## config.mk

```make
export PLATFORM = sky130hd
export DESIGN_NAME = ulpi_phy_core
export DESIGN_NICKNAME = d
export VERILOG_FILES = /design/src/logic/ulpi_phy_pkg.sv /design/src/logic/ulpi_phy_core.sv
export VERILOG_INCLUDE_DIRS = /design/src /design/src/logic
export SDC_FILE = /design/constraint.sdc
export NUM_CORES = 1
export LEC_CHECK = 0
export BUFFER_PORTS_ARGS = -buffer_cell sky130_fd_sc_hd__buf_2
export CAP_MARGIN = 15
export CORE_MARGIN = 2
export CORE_UTILIZATION = 45
export CTS_CLUSTER_SIZE = 25
export DETAILED_ROUTE_END_ITERATION = 6
export GPL_ROUTABILITY_DRIVEN = 0
export PLACE_DENSITY_LB_ADDON = 0.08
export SLEW_MARGIN = 20
export SYNTH_ARGS = -nofsm -noshare
export SYNTH_HDL_FRONTEND = slang
export SYNTH_SLANG_ARGS = --single-unit
```

## constraint.sdc

```tcl
create_clock -name ref_clk_in -period 9.5 [get_ports ref_clk_in]
set_input_delay 0.475 -clock ref_clk_in [delete_from_list [all_inputs] [get_ports ref_clk_in]]
set_output_delay 0.475 -clock ref_clk_in [all_outputs]
set_load 0.01 [all_outputs]
```

## src/logic/ulpi_phy_params.svh

```systemverilog
`ifndef ULPI_PHY_PARAMS_SVH
`define ULPI_PHY_PARAMS_SVH
// width of the bundle of pin inputs passed through the synchroniser
`define SYNC_W 19
// synchroniser reset value: chip select reads as deselected, pins released
`define SYNC_RST 19'h20000
// speed select encodings
`define SPD_HS 2'h0
`define SPD_FS 2'h1
// line state that marks single-ended zero
`define LS_SE0 2'h0
// transmit command code and start-of-frame packet id
`define CMD_TX 2'h1
`define PID_SOF 4'h5
// status byte fields
`define RXE_ACTIVE 2'h1
`define RXE_NONE 2'h0
`define VBUS_NONE 2'h0
`define ALT_NONE 2'h0
`define BYTE_ZERO 8'h00
// internal soft reset length, in interface clocks
`define RST_TICKS 8'h08
// pipeline delays, in interface clocks from the detecting edge
`define D_JK 8'h04
`define D_SE0_HS 8'h04
`define D_SE0_FS 8'h05
`define D_SE0_LS 8'h11
`define D_RXS_HS 8'h03
`define D_RXE_HS 8'h03
`define D_RXE_FS 8'h11
`define D_RXE_LS 8'h7a
`define D_TXS_HS 8'h01
`define D_TXS_FS 8'h06
`define D_TXS_LS 8'h4a
`define D_EOP_HS 8'h02
`define D_EOP_SOF 8'h06
`define CNT_ONE 8'h01
`define CNT_TWO 8'h02
`define CNT_ZERO 8'h00
// receive buffer shape
`define FIFO_W 8
`define FIFO_D 32
`endif

```

## src/logic/ulpi_phy_pkg.sv

```systemverilog
`default_nettype none
package ulpi_phy_pkg;
  // bus ownership and start-up sequence
  typedef enum logic [3:0] {
    st_off, st_dir, st_pll, st_idle, st_rst,
    st_tu, st_rx, st_td, st_tx, st_eop
  } state_t;
  // kinds of timed pipeline event
  typedef enum logic [2:0] {
    ev_jk, ev_se0, ev_rxs, ev_rxe, ev_txs, ev_eop, ev_sof
  } ev_t;
endpackage
`default_nettype wire
```

## src/logic/ulpi_phy_core.sv

```systemverilog
// Contract
// - after power-on reset hold direction high until the PLL is stable
// - with direction high drive next low and status bytes on the data lines
// - reset bit set: direction high until reset ends, then drop and clear bit
// - after every reset send one status byte with current line status; the code arms it after the soft reset only, not after power-on reset
// - device-select deasserted: powered down, every interface pin undriven
// - when power-on reset ends drive direction high first, then other pins low
// - PLL stable: start clock output, drop direction; link then sends reset
// - fault input, polarity selectable, directly controls bus power switch
// - non-SE0 line change: status byte exactly 4 clocks after detection
// - SE0: status byte after 4 HS, 4-6 FS, 16-18 LS clocks
// - transmit command to first sync K: 1-2 HS, 6-10 FS, 74-75 LS
// - HS end of packet done 2-5 clocks after stop is detected
// - HS start-of-frame end of packet takes 6-9 clocks; link waits nine
// - HS receive: direction/next or active status 3-8 clocks after sync K
// - receive end: direction drop or inactive status 3-8, 17-18, 122-123
// - delays count from the interface clock edge that detects the trigger
// - one turnaround clock follows every change of direction
// - direction high: USB data with next high, status with next low
`timescale 1ns/1ps
`default_nettype none
`include "ulpi_phy_params.svh"

module rx_byte_fifo #(
  parameter int WIDTH = 8,
  parameter int DEPTH = 32
) (
  input wire logic clk_in,
  input wire logic arst_n_in,
  input wire logic clk_en_in,
  input wire logic in_valid_in,
  output logic in_ready_out,
  input wire logic [WIDTH-1:0] in_data_in,
  output logic out_valid_out,
  input wire logic out_ready_in,
  output logic [WIDTH-1:0] out_data_out
);
  localparam int AW = $clog2(DEPTH);
  logic [WIDTH-1:0] mem [DEPTH];
  logic [AW:0] wp_q, wp_d, rp_q, rp_d;
  logic push, pop;

  // one spare pointer bit tells full from empty
  always_comb begin
    in_ready_out = (wp_q - rp_q) != (AW+1)'(DEPTH);
    out_valid_out = wp_q != rp_q;
    push = clk_en_in & in_valid_in & in_ready_out;
    pop = clk_en_in & out_valid_out & out_ready_in;
    wp_d = wp_q + (AW+1)'(push);
    rp_d = rp_q + (AW+1)'(pop);
  end

  always_ff @(posedge clk_in or negedge arst_n_in) begin
    if (!arst_n_in) begin
      wp_q <= '0;
      rp_q <= '0;
    end else begin
      wp_q <= wp_d;
      rp_q <= rp_d;
    end
  end

  // storage is not reset; only entries behind the pointers are read
  always_ff @(posedge clk_in) begin
    if (push) begin
      mem[wp_q[AW-1:0]] <= in_data_in;
    end
  end
  assign out_data_out = mem[rp_q[AW-1:0]];
endmodule

////////////////////////////////////////////////////////////////////////////
module ulpi_phy_core import ulpi_phy_pkg::*; (
  input wire logic ref_clk_in,
  input wire logic arst_n_in,
  input wire logic clk_en_in,
  input wire logic ulpi_clk_in,
  input wire logic chip_select_n_in,
  input wire logic pll_locked_in,
  input wire logic stop_in,
  input wire logic [7:0] data_in,
  output logic [7:0] data_out,
  output logic data_oe_out,
  output logic dir_out,
  output logic dir_oe_out,
  output logic nxt_out,
  output logic nxt_oe_out,
  output logic clk_out_en_out,
  input wire logic soft_reset_in,
  output logic reset_bit_clear_out,
  input wire logic [1:0] speed_in,
  input wire logic [1:0] line_state_in,
  input wire logic rx_active_in,
  input wire logic rx_valid_in,
  input wire logic [7:0] rx_data_in,
  output logic rx_ready_out,
  output logic tx_sync_start_out,
  output logic tx_valid_out,
  output logic [7:0] tx_data_out,
  output logic tx_eop_done_out,
  input wire logic fault_in,
  input wire logic fault_polarity_in,
  input wire logic vbus_drive_in,
  output logic bus_power_switch_enable_out
);
  logic [`SYNC_W-1:0] sy_in, sy_m, sy_s;
  logic uc_p_q, tick, cs_n_s, pll_s, stop_s, fault_s, act_s, srst_s;
  logic [7:0] data_s;
  logic [1:0] ls_s, spd_s;
  state_t st_q, st_d;
  logic [7:0] cnt_q, cnt_d, due_q, due_d, dout_q, dout_d, txd_q, txd_d;
  logic [1:0] ls_q, ls_d;
  logic pend_q, pend_d, act_q, act_d, dir_q, dir_d, dio_q, dio_d;
  logic nxt_q, nxt_d, nxo_q, nxo_d, doe_q, doe_d, clko_q, clko_d;
  logic done_q, done_d, txs_q, txs_d, txe_q, txe_d, txv_q, txv_d;
  logic sof_q, sof_d, acc_q, acc_d, psw_q, psw_d;
  logic fifo_ov, pop;
  logic [7:0] fifo_dat;

  // delay per event kind and speed
  function automatic logic [7:0] dly_f(input ev_t ev, input logic [1:0] spd);
    logic hs, fs;
    hs = spd == `SPD_HS;
    fs = spd == `SPD_FS;
    case (ev)
      ev_se0: dly_f = hs ? `D_SE0_HS : (fs ? `D_SE0_FS : `D_SE0_LS);
      ev_rxs: dly_f = hs ? `D_RXS_HS : `D_JK;
      ev_rxe: dly_f = hs ? `D_RXE_HS : (fs ? `D_RXE_FS : `D_RXE_LS);
      ev_txs: dly_f = hs ? `D_TXS_HS : (fs ? `D_TXS_FS : `D_TXS_LS);
      ev_eop: dly_f = `D_EOP_HS;
      ev_sof: dly_f = `D_EOP_SOF;
      default: dly_f = `D_JK;
    endcase
  endfunction

  // status byte built from the line state at the moment it is sent
  function automatic logic [7:0] rxcmd_f(input logic [1:0] ls, input logic a);
    rxcmd_f = {`ALT_NONE, a ? `RXE_ACTIVE : `RXE_NONE, `VBUS_NONE, ls};
  endfunction

  ////////////////////////////////////////////////////////////////////////////
  // every pin input passes two flops; the first is read by nothing else
  assign sy_in = {ulpi_clk_in, chip_select_n_in, pll_locked_in, stop_in,
                  data_in, fault_in, line_state_in, rx_active_in,
                  soft_reset_in, speed_in};
  assign {cs_n_s, pll_s, stop_s, data_s, fault_s, ls_s, act_s, srst_s,
          spd_s} = sy_s[`SYNC_W-2:0];
  // one tick per rising interface clock edge
  assign tick = sy_s[`SYNC_W-1] & ~uc_p_q;

  always_ff @(posedge ref_clk_in or negedge arst_n_in) begin
    if (!arst_n_in) begin
      // a zero here would read as selected and drive pins for two clocks
      sy_m <= `SYNC_RST;
      sy_s <= `SYNC_RST;
      uc_p_q <= 1'b0;
    end else if (clk_en_in) begin
      sy_m <= sy_in;
      sy_s <= sy_m;
      uc_p_q <= sy_s[`SYNC_W-1];
    end
  end

  rx_byte_fifo #(.WIDTH(`FIFO_W), .DEPTH(`FIFO_D)) u_fifo (
    .clk_in(ref_clk_in),
    .arst_n_in(arst_n_in),
    .clk_en_in(clk_en_in),
    .in_valid_in(rx_valid_in),
    .in_ready_out(rx_ready_out),
    .in_data_in(rx_data_in),
    .out_valid_out(fifo_ov),
    .out_ready_in(pop),
    .out_data_out(fifo_dat)
  );

  ////////////////////////////////////////////////////////////////////////////
  // next state; start-up steps run on the own clock, the rest per tick
  always_comb begin
    st_d = st_q; cnt_d = cnt_q; due_d = due_q; pend_d = pend_q;
    ls_d = ls_q; act_d = act_q; dir_d = dir_q; dio_d = dio_q;
    nxt_d = nxt_q; nxo_d = nxo_q; doe_d = doe_q; dout_d = dout_q;
    clko_d = clko_q; txd_d = txd_q; sof_d = sof_q; acc_d = acc_q;
    done_d = 1'b0; txs_d = 1'b0; txe_d = 1'b0; txv_d = 1'b0; pop = 1'b0;
    // fault active when it matches the selected polarity
    psw_d = vbus_drive_in & (fault_s != fault_polarity_in);
    if (cs_n_s) begin // powered down, every pin released
      st_d = st_off; dir_d = 1'b0; dio_d = 1'b0; nxt_d = 1'b0;
      nxo_d = 1'b0; doe_d = 1'b0; clko_d = 1'b0; pend_d = 1'b0;
    end else if (st_q == st_off) begin // direction first
      dio_d = 1'b1; dir_d = 1'b1; st_d = st_dir;
    end else if (st_q == st_dir) begin // then the rest low
      nxo_d = 1'b1; nxt_d = 1'b0; doe_d = 1'b1; dout_d = `BYTE_ZERO;
      st_d = st_pll;
    end else if (st_q == st_pll) begin
      if (pll_s) begin // bus released only once the PLL is stable
        clko_d = 1'b1; dir_d = 1'b0; doe_d = 1'b0; st_d = st_td;
        ls_d = ls_s; act_d = act_s;
      end
    end else if (tick) begin
      // status changes arm one timed status byte
      if (pend_q && due_q != `CNT_ZERO) begin
        due_d = due_q - `CNT_ONE;
      end
      if (ls_s != ls_q) begin
        ls_d = ls_s;
        if (!pend_q) begin
          pend_d = 1'b1;
          due_d = dly_f(ls_s == `LS_SE0 ? ev_se0 : ev_jk, spd_s);
        end
      end else if (act_s != act_q) begin
        act_d = act_s;
        if (!pend_q) begin
          pend_d = 1'b1;
          due_d = dly_f(act_s ? ev_rxs : ev_rxe, spd_s);
        end
      end
      case (st_q)
        st_idle: begin
          acc_d = 1'b0;
          if (srst_s) begin // soft reset holds the bus
            dir_d = 1'b1; cnt_d = `RST_TICKS; st_d = st_rst;
          end else if (!stop_s && data_s != `BYTE_ZERO &&
                       data_s[7:6] == `CMD_TX) begin
            st_d = st_tx; nxt_d = 1'b1; cnt_d = dly_f(ev_txs, spd_s);
            sof_d = data_s[3:0] == `PID_SOF;
          end else if (fifo_ov || (pend_q && due_q <= `CNT_TWO)) begin
            dir_d = 1'b1; st_d = st_tu; // data follows one tick later
          end
        end
        st_tu: begin // turnaround passed, start driving
          doe_d = 1'b1; nxt_d = 1'b0; dout_d = rxcmd_f(ls_s, act_s);
          if (pend_q && due_q <= `CNT_ONE) begin
            pend_d = 1'b0;
          end
          st_d = st_rx;
        end
        st_rx: begin
          if (pend_q && due_q <= `CNT_ONE) begin // status, next low
            dout_d = rxcmd_f(ls_s, act_s); nxt_d = 1'b0; pend_d = 1'b0;
          end else if (fifo_ov) begin // USB data, next high
            dout_d = fifo_dat; nxt_d = 1'b1; pop = clk_en_in;
          end else if (!act_s && !pend_q) begin // receive over
            dir_d = 1'b0; doe_d = 1'b0; nxt_d = 1'b0; st_d = st_td;
          end else begin // filler status while waiting
            dout_d = rxcmd_f(ls_s, act_s); nxt_d = 1'b0;
          end
        end
        st_rst: begin // status on the bus while held in reset
          doe_d = 1'b1; nxt_d = 1'b0; dout_d = rxcmd_f(ls_s, act_s);
          cnt_d = cnt_q - `CNT_ONE;
          if (cnt_q == `CNT_ONE) begin // release and clear the bit
            done_d = 1'b1; dir_d = 1'b0; doe_d = 1'b0; st_d = st_td;
            pend_d = 1'b1; due_d = `D_JK; // status after reset
          end
        end
        st_td: st_d = st_idle; // data ignored on turnaround
        st_tx: begin
          if (cnt_q != `CNT_ZERO) begin
            cnt_d = cnt_q - `CNT_ONE;
          end
          txs_d = cnt_q == `CNT_ONE; // first sync K
          acc_d = 1'b1;
          if (stop_s) begin // stop after the last byte
            nxt_d = 1'b0; st_d = st_eop;
            cnt_d = dly_f(sof_q ? ev_sof : ev_eop, spd_s);
          end else if (acc_q) begin
            txv_d = 1'b1; txd_d = data_s;
          end
        end
        st_eop: begin // end of packet counted from the stop tick
          cnt_d = cnt_q - `CNT_ONE;
          if (cnt_q == `CNT_ONE) begin
            txe_d = 1'b1; st_d = st_idle;
          end
        end
        default: st_d = st_off;
      endcase
    end
  end

  always_ff @(posedge ref_clk_in or negedge arst_n_in) begin
    if (!arst_n_in) begin
      st_q <= st_off; cnt_q <= `CNT_ZERO; due_q <= `CNT_ZERO;
      pend_q <= 1'b0; ls_q <= `LS_SE0; act_q <= 1'b0; dir_q <= 1'b0;
      dio_q <= 1'b0; nxt_q <= 1'b0; nxo_q <= 1'b0; doe_q <= 1'b0;
      dout_q <= `BYTE_ZERO; clko_q <= 1'b0; done_q <= 1'b0; txs_q <= 1'b0;
      txe_q <= 1'b0; txv_q <= 1'b0; txd_q <= `BYTE_ZERO; sof_q <= 1'b0;
      acc_q <= 1'b0; psw_q <= 1'b0;
    end else if (clk_en_in) begin
      st_q <= st_d; cnt_q <= cnt_d; due_q <= due_d; pend_q <= pend_d;
      ls_q <= ls_d; act_q <= act_d; dir_q <= dir_d; dio_q <= dio_d;
      nxt_q <= nxt_d; nxo_q <= nxo_d; doe_q <= doe_d; dout_q <= dout_d;
      clko_q <= clko_d; done_q <= done_d; txs_q <= txs_d; txe_q <= txe_d;
      txv_q <= txv_d; txd_q <= txd_d; sof_q <= sof_d; acc_q <= acc_d;
      psw_q <= psw_d;
    end
  end

  // all pin outputs come straight from flops
  assign data_out = dout_q;
  assign data_oe_out = doe_q;
  assign dir_out = dir_q;
  assign dir_oe_out = dio_q;
  assign nxt_out = nxt_q;
  assign nxt_oe_out = nxo_q;
  assign clk_out_en_out = clko_q;
  assign reset_bit_clear_out = done_q;
  assign tx_sync_start_out = txs_q;
  assign tx_valid_out = txv_q;
  assign tx_data_out = txd_q;
  assign tx_eop_done_out = txe_q;
  assign bus_power_switch_enable_out = psw_q;

  ////////////////////////////////////////////////////////////////////////////
  off_tristate_a: assert property (@(posedge ref_clk_in)
    disable iff (!arst_n_in) (cs_n_s && clk_en_in) |=>
    (!dir_oe_out && !nxt_oe_out && !data_oe_out))
    else $error("pins driven while deselected");
  por_order_a: assert property (@(posedge ref_clk_in)
    disable iff (!arst_n_in) (st_q == st_dir) |->
    (dir_out && dir_oe_out && !nxt_oe_out && !data_oe_out))
    else $error("direction not first after power-on");
  pll_hold_a: assert property (@(posedge ref_clk_in)
    disable iff (!arst_n_in) (st_q == st_pll && !pll_s) |->
    (dir_out && !clk_out_en_out))
    else $error("bus released before pll stable");
  pll_release_a: assert property (@(posedge ref_clk_in)
    disable iff (!arst_n_in) (st_q == st_pll && pll_s && !cs_n_s &&
    clk_en_in) |=> (!dir_out && clk_out_en_out))
    else $error("clock or direction wrong at pll lock");
  rst_hold_a: assert property (@(posedge ref_clk_in)
    disable iff (!arst_n_in) (st_q == st_rst) |-> (dir_out && !nxt_out))
    else $error("reset hold without direction high");
  rst_clear_a: assert property (@(posedge ref_clk_in)
    disable iff (!arst_n_in) reset_bit_clear_out |->
    (!dir_out && $past(st_q) == st_rst))
    else $error("reset bit cleared with bus held");
  rst_status_a: assert property (@(posedge ref_clk_in)
    disable iff (!arst_n_in) reset_bit_clear_out |-> (pend_q && due_q ==
    `D_JK)) else $error("no status byte armed after reset");
  power_switch_a: assert property (@(posedge ref_clk_in)
    disable iff (!arst_n_in) clk_en_in |=> (bus_power_switch_enable_out ==
    $past(vbus_drive_in && (fault_s != fault_polarity_in))))
    else $error("power switch does not follow fault");
  turn_gap_a: assert property (@(posedge ref_clk_in)
    disable iff (!arst_n_in) (st_q == st_tu || st_q == st_td) |->
    !data_oe_out) else $error("data driven in turnaround");
  rxcmd_send_a: assert property (@(posedge ref_clk_in)
    disable iff (!arst_n_in) (tick && clk_en_in && !cs_n_s &&
    (st_q == st_rx || st_q == st_tu) && pend_q && due_q <= `CNT_ONE) |=>
    (data_oe_out && !nxt_out && data_out[1:0] == $past(ls_s)))
    else $error("due status byte not sent");
  tx_start_a: assert property (@(posedge ref_clk_in)
    disable iff (!arst_n_in) tx_sync_start_out |-> ($past(st_q) == st_tx))
    else $error("sync start outside transmit");
endmodule
`default_nettype wire

```

==> impl_metrics.toml <==
[outcome]
run_status = "complete, no violations"

[clock_network]
cts_buffer_depth = 3
htreeDepth = 2
cts_hold_buffers = 1
cts_resized = 0
cts_buffers = 39
worstSkewPairLatency_ps = 540
cts_setup_buffers = 0
root_buffer = "clkbuf_16"
tritoncts = "built"
cts.clk_slew.worst_paths_ps = 70
cts_sinks = 360

[power]
intPower_mw = 3.16
power_switching_share_pct = 30.6
design_power_total_mw = 4.55
power.switching_mw = 1.39
p_seq_share_pct = 44.1
clkPwrFrac_pct = 32.7
p_leak_nw = 6.10
vdd_drop_max_mv = 0.139
pwr_density_cell_nw_per_um2 = 259
power_frac_comb_pct = 23.2

[yosys]
ys_ff_latch = 360
yosys_warnings = 0
synth_edf_count = 256
ys_seq_area_share_pct = 66.5
syn-mean-instance-area_um2 = 15.9
synth_cells = 971
synth_area_um2 = 15500
synthArstFlopShare_pct = 28.9
ys.flop_type = "edfxtp_1"
syn-num-nets = 1019
yosysUniqueCellTypes = 79

[timing]
layout_min_cycle_time_ps = 4510
post-route-period-util_pct = 47.4
report.final.setup_viol = 0
slew_viol_final = 0
clock_skew_ps = 19.8
finalHoldViolCount = 0
rsz0062_at_grt = "no"
relSlewSlack_pct = 26.1
setup_tns_ps = 0
tightestPinTransition_ps = 1100
max_clock_freq_mhz = 222

[drt]
viasPerCell = 5.87
drtIter0Drc = 839
firstDrtPassIters = 6
post-route-drc-count = 0
drtAntennaViolNets = 0
wl_per_cell_um = 24.3
vias = 8835
wl_mm = 36.7

[grt]
grt_pass1_vias = 8715
grt_use_total_pct = 20.8
grt_pass1_wl_mm = 55.6
grt_max_degree = 68
grt_remaining_overflow = 0
antenna_found_initial = 0

[final_layout]
area_delta_synth_final_pct = 13.6
seqCellArea_um2 = 10300
fin_nets = 1077
final_area_um2 = 17600
antenna_cells = 0
drive_above_1_share_pct = 28.4
multi_input_area_um2 = 5000
final_util_pct = 52.1
fill_cells = 2780
fin_cells = 1506

[critical_path]
r2r-start = "u_fifo.rp_q[3]$_DFF_PN0_"
cpPeakStageDelay_ps = 720
crit_path_start = "u_fifo.rp_q[3]$_DFF_PN0_"
critPathSlowestCell = "dfrtp_1"
worst-path-buf-inv = 4
path_cells = "clkinv_1, ha_1, nor3_1, nand3_1, and3_1, nor4b_4, buf_4, inv_1, buf_2"
start_kind = "flop"
cp_data_required_time_ps = 9030
path_delay_family = "buffers and inverters"
reg2reg_setup_slack_ps = 5230
cp.arrival_ps = 4030
endpoint_kind = "output pin"
worstPathMaxFanout = 24
critPathKind = "flop to output pin"

[floorplanning]
dieArea_um2 = 35900
die_h_um = 189
die_w_um = 189
coreArea_um2 = 33700
io_pins = 61
start_util_pct = 45.9
row_count = 67

[placed_design]
place_area_um2 = 16200
port_buffers = 60
dpl.hpwl_mm = 23.3
dp.cells = 1435

[hold_path]
min_from = "line_state_in[0]"
hold_class = "input pin to flop"

[job]
drv_cap = 0
registers in the layout, summed over array words and instances (netlist names), 4 cells and up:
register / count
u_fifo.rp_q: 6
sy_s: 19
sy_m: 19
data_out: 8
u_fifo.wp_q: 6
u_fifo.mem: 256
st_q: 4
tx_data_out: 8
due_q: 8
cnt_q: 8
path summary, 6_finish.rpt:
path	endpoint	depth (start not counted)
worst max-delay path	rx_ready_out	9
worst min-delay path	sy_m[4]$_DFFE_PN0P_	2
worst max register to register	u_fifo.wp_q[2]$_DFF_PN0_	12
worst min register to register	due_q[7]$_DFFE_PN0P_	1
max in group asynchronous	tx_data_out[4]$_DFFE_PN0P_	3
min in group asynchronous	due_q[5]$_DFFE_PN0P_	2
final cells by class:
| type | count | area share, % |
|---|---|---|
| tap | 448 | 3.19 |
| clock inverter | 26 | 1.37 |
| sequential | 360 | 58.6 |
| multi-input combinational | 539 | 28.4 |
| inverter | 20 | 0.427 |
| clock buffer | 44 | 5.84 |
| timing repair buffer | 69 | 2.12 |
synthesized netlist by cell type (3+ instances only):
cell	n	share of area, %
a211o_1	3	0.17
o21ai_0	34	1.1
nor4_1	4	0.16
a22o_1	3	0.17
nor2b_1	14	0.57
dfrtp_1	102	16
buf_2	14	0.45
a31oi_1	8	0.32
nand4_1	5	0.20
a211oi_1	3	0.15
o22ai_1	3	0.12
nor3_1	48	1.6
o211a_1	3	0.19
nand3_1	19	0.61
xor2_1	7	0.40
nand2b_1	6	0.24
buf_1	6	0.15
buf_6	3	0.22
and3_1	6	0.24
inv_1	19	0.46
nor4bb_1	4	0.26
o21ai_1	11	0.36
nor2_1	51	1.2
clkbuf_1	29	0.70
edfxtp_1	256	50
xnor2_1	7	0.40
or3b_2	3	0.17
nand2_1	37	0.90
a221o_1	7	0.45
o31ai_1	3	0.15
mux2i_1	5	0.32
mux2_2	54	3.9
a21oi_1	31	1.0
ha_1	15	1.2
mux4_2	72	10
or3_1	8	0.32
o41ai_1	5	0.28
nand3b_1	3	0.15
o2bb2ai_1	6	0.34
power groups by stage:
stage	Clock, mW	Sequential [mW]	Combinational [mW]
6_report	1.49	2.01	1.05
2_1_floorplan	0	1.93	0.834
5_1_grt	1.59	2.03	1.16
3_3_place_gp	0	2.04	1.05
4_1_cts	1.52	2.00	1.05
3_5_place_dp	0	2.04	1.05
kinds of logic after synthesis:
logic type,synth area share [%]
buf+inv,2.01
fa+ha+maj,1.21
mux,15.0
flops,66.5
compound gates,6.61
simple gates,7.87
xor+xnor,0.793
per-layer routing:
layer / vias to the layer above / wire length [um] / GRT usage [%]
li1: 3975 / - / -
met1: 4573 / 16900 / 30.2
met2: 247 / 17300 / 32.5
met3: 40 / 1910 / 3.86
met4: 0 / 623 / 5.66
met5: - / 0 / 0
metrics by stage:
stage               hold WS (ps)  setup WS (ps)
CTS                          146           5070
global placement             464           5560
floorplan                    179           5940
detailed placement           465           5380
global route                 164           4730
finish                       170           4990
placed cells by master, fill, tap and decap left out, types with 25 or more instances in the layout:
cell / synthesis / final
a21oi_1: 31 / 31
mux4_2: 72 / 72
buf_2: 14 / 59
clkbuf_16: 0 / 40
nor3_2: 1 / 25
nand2_1: 37 / 37
edfxtp_1: 256 / 256
o21ai_0: 34 / 34
nor2_1: 51 / 51
mux2_2: 54 / 54
dfrtp_1: 102 / 100
(Power assumes the default switching activity.)
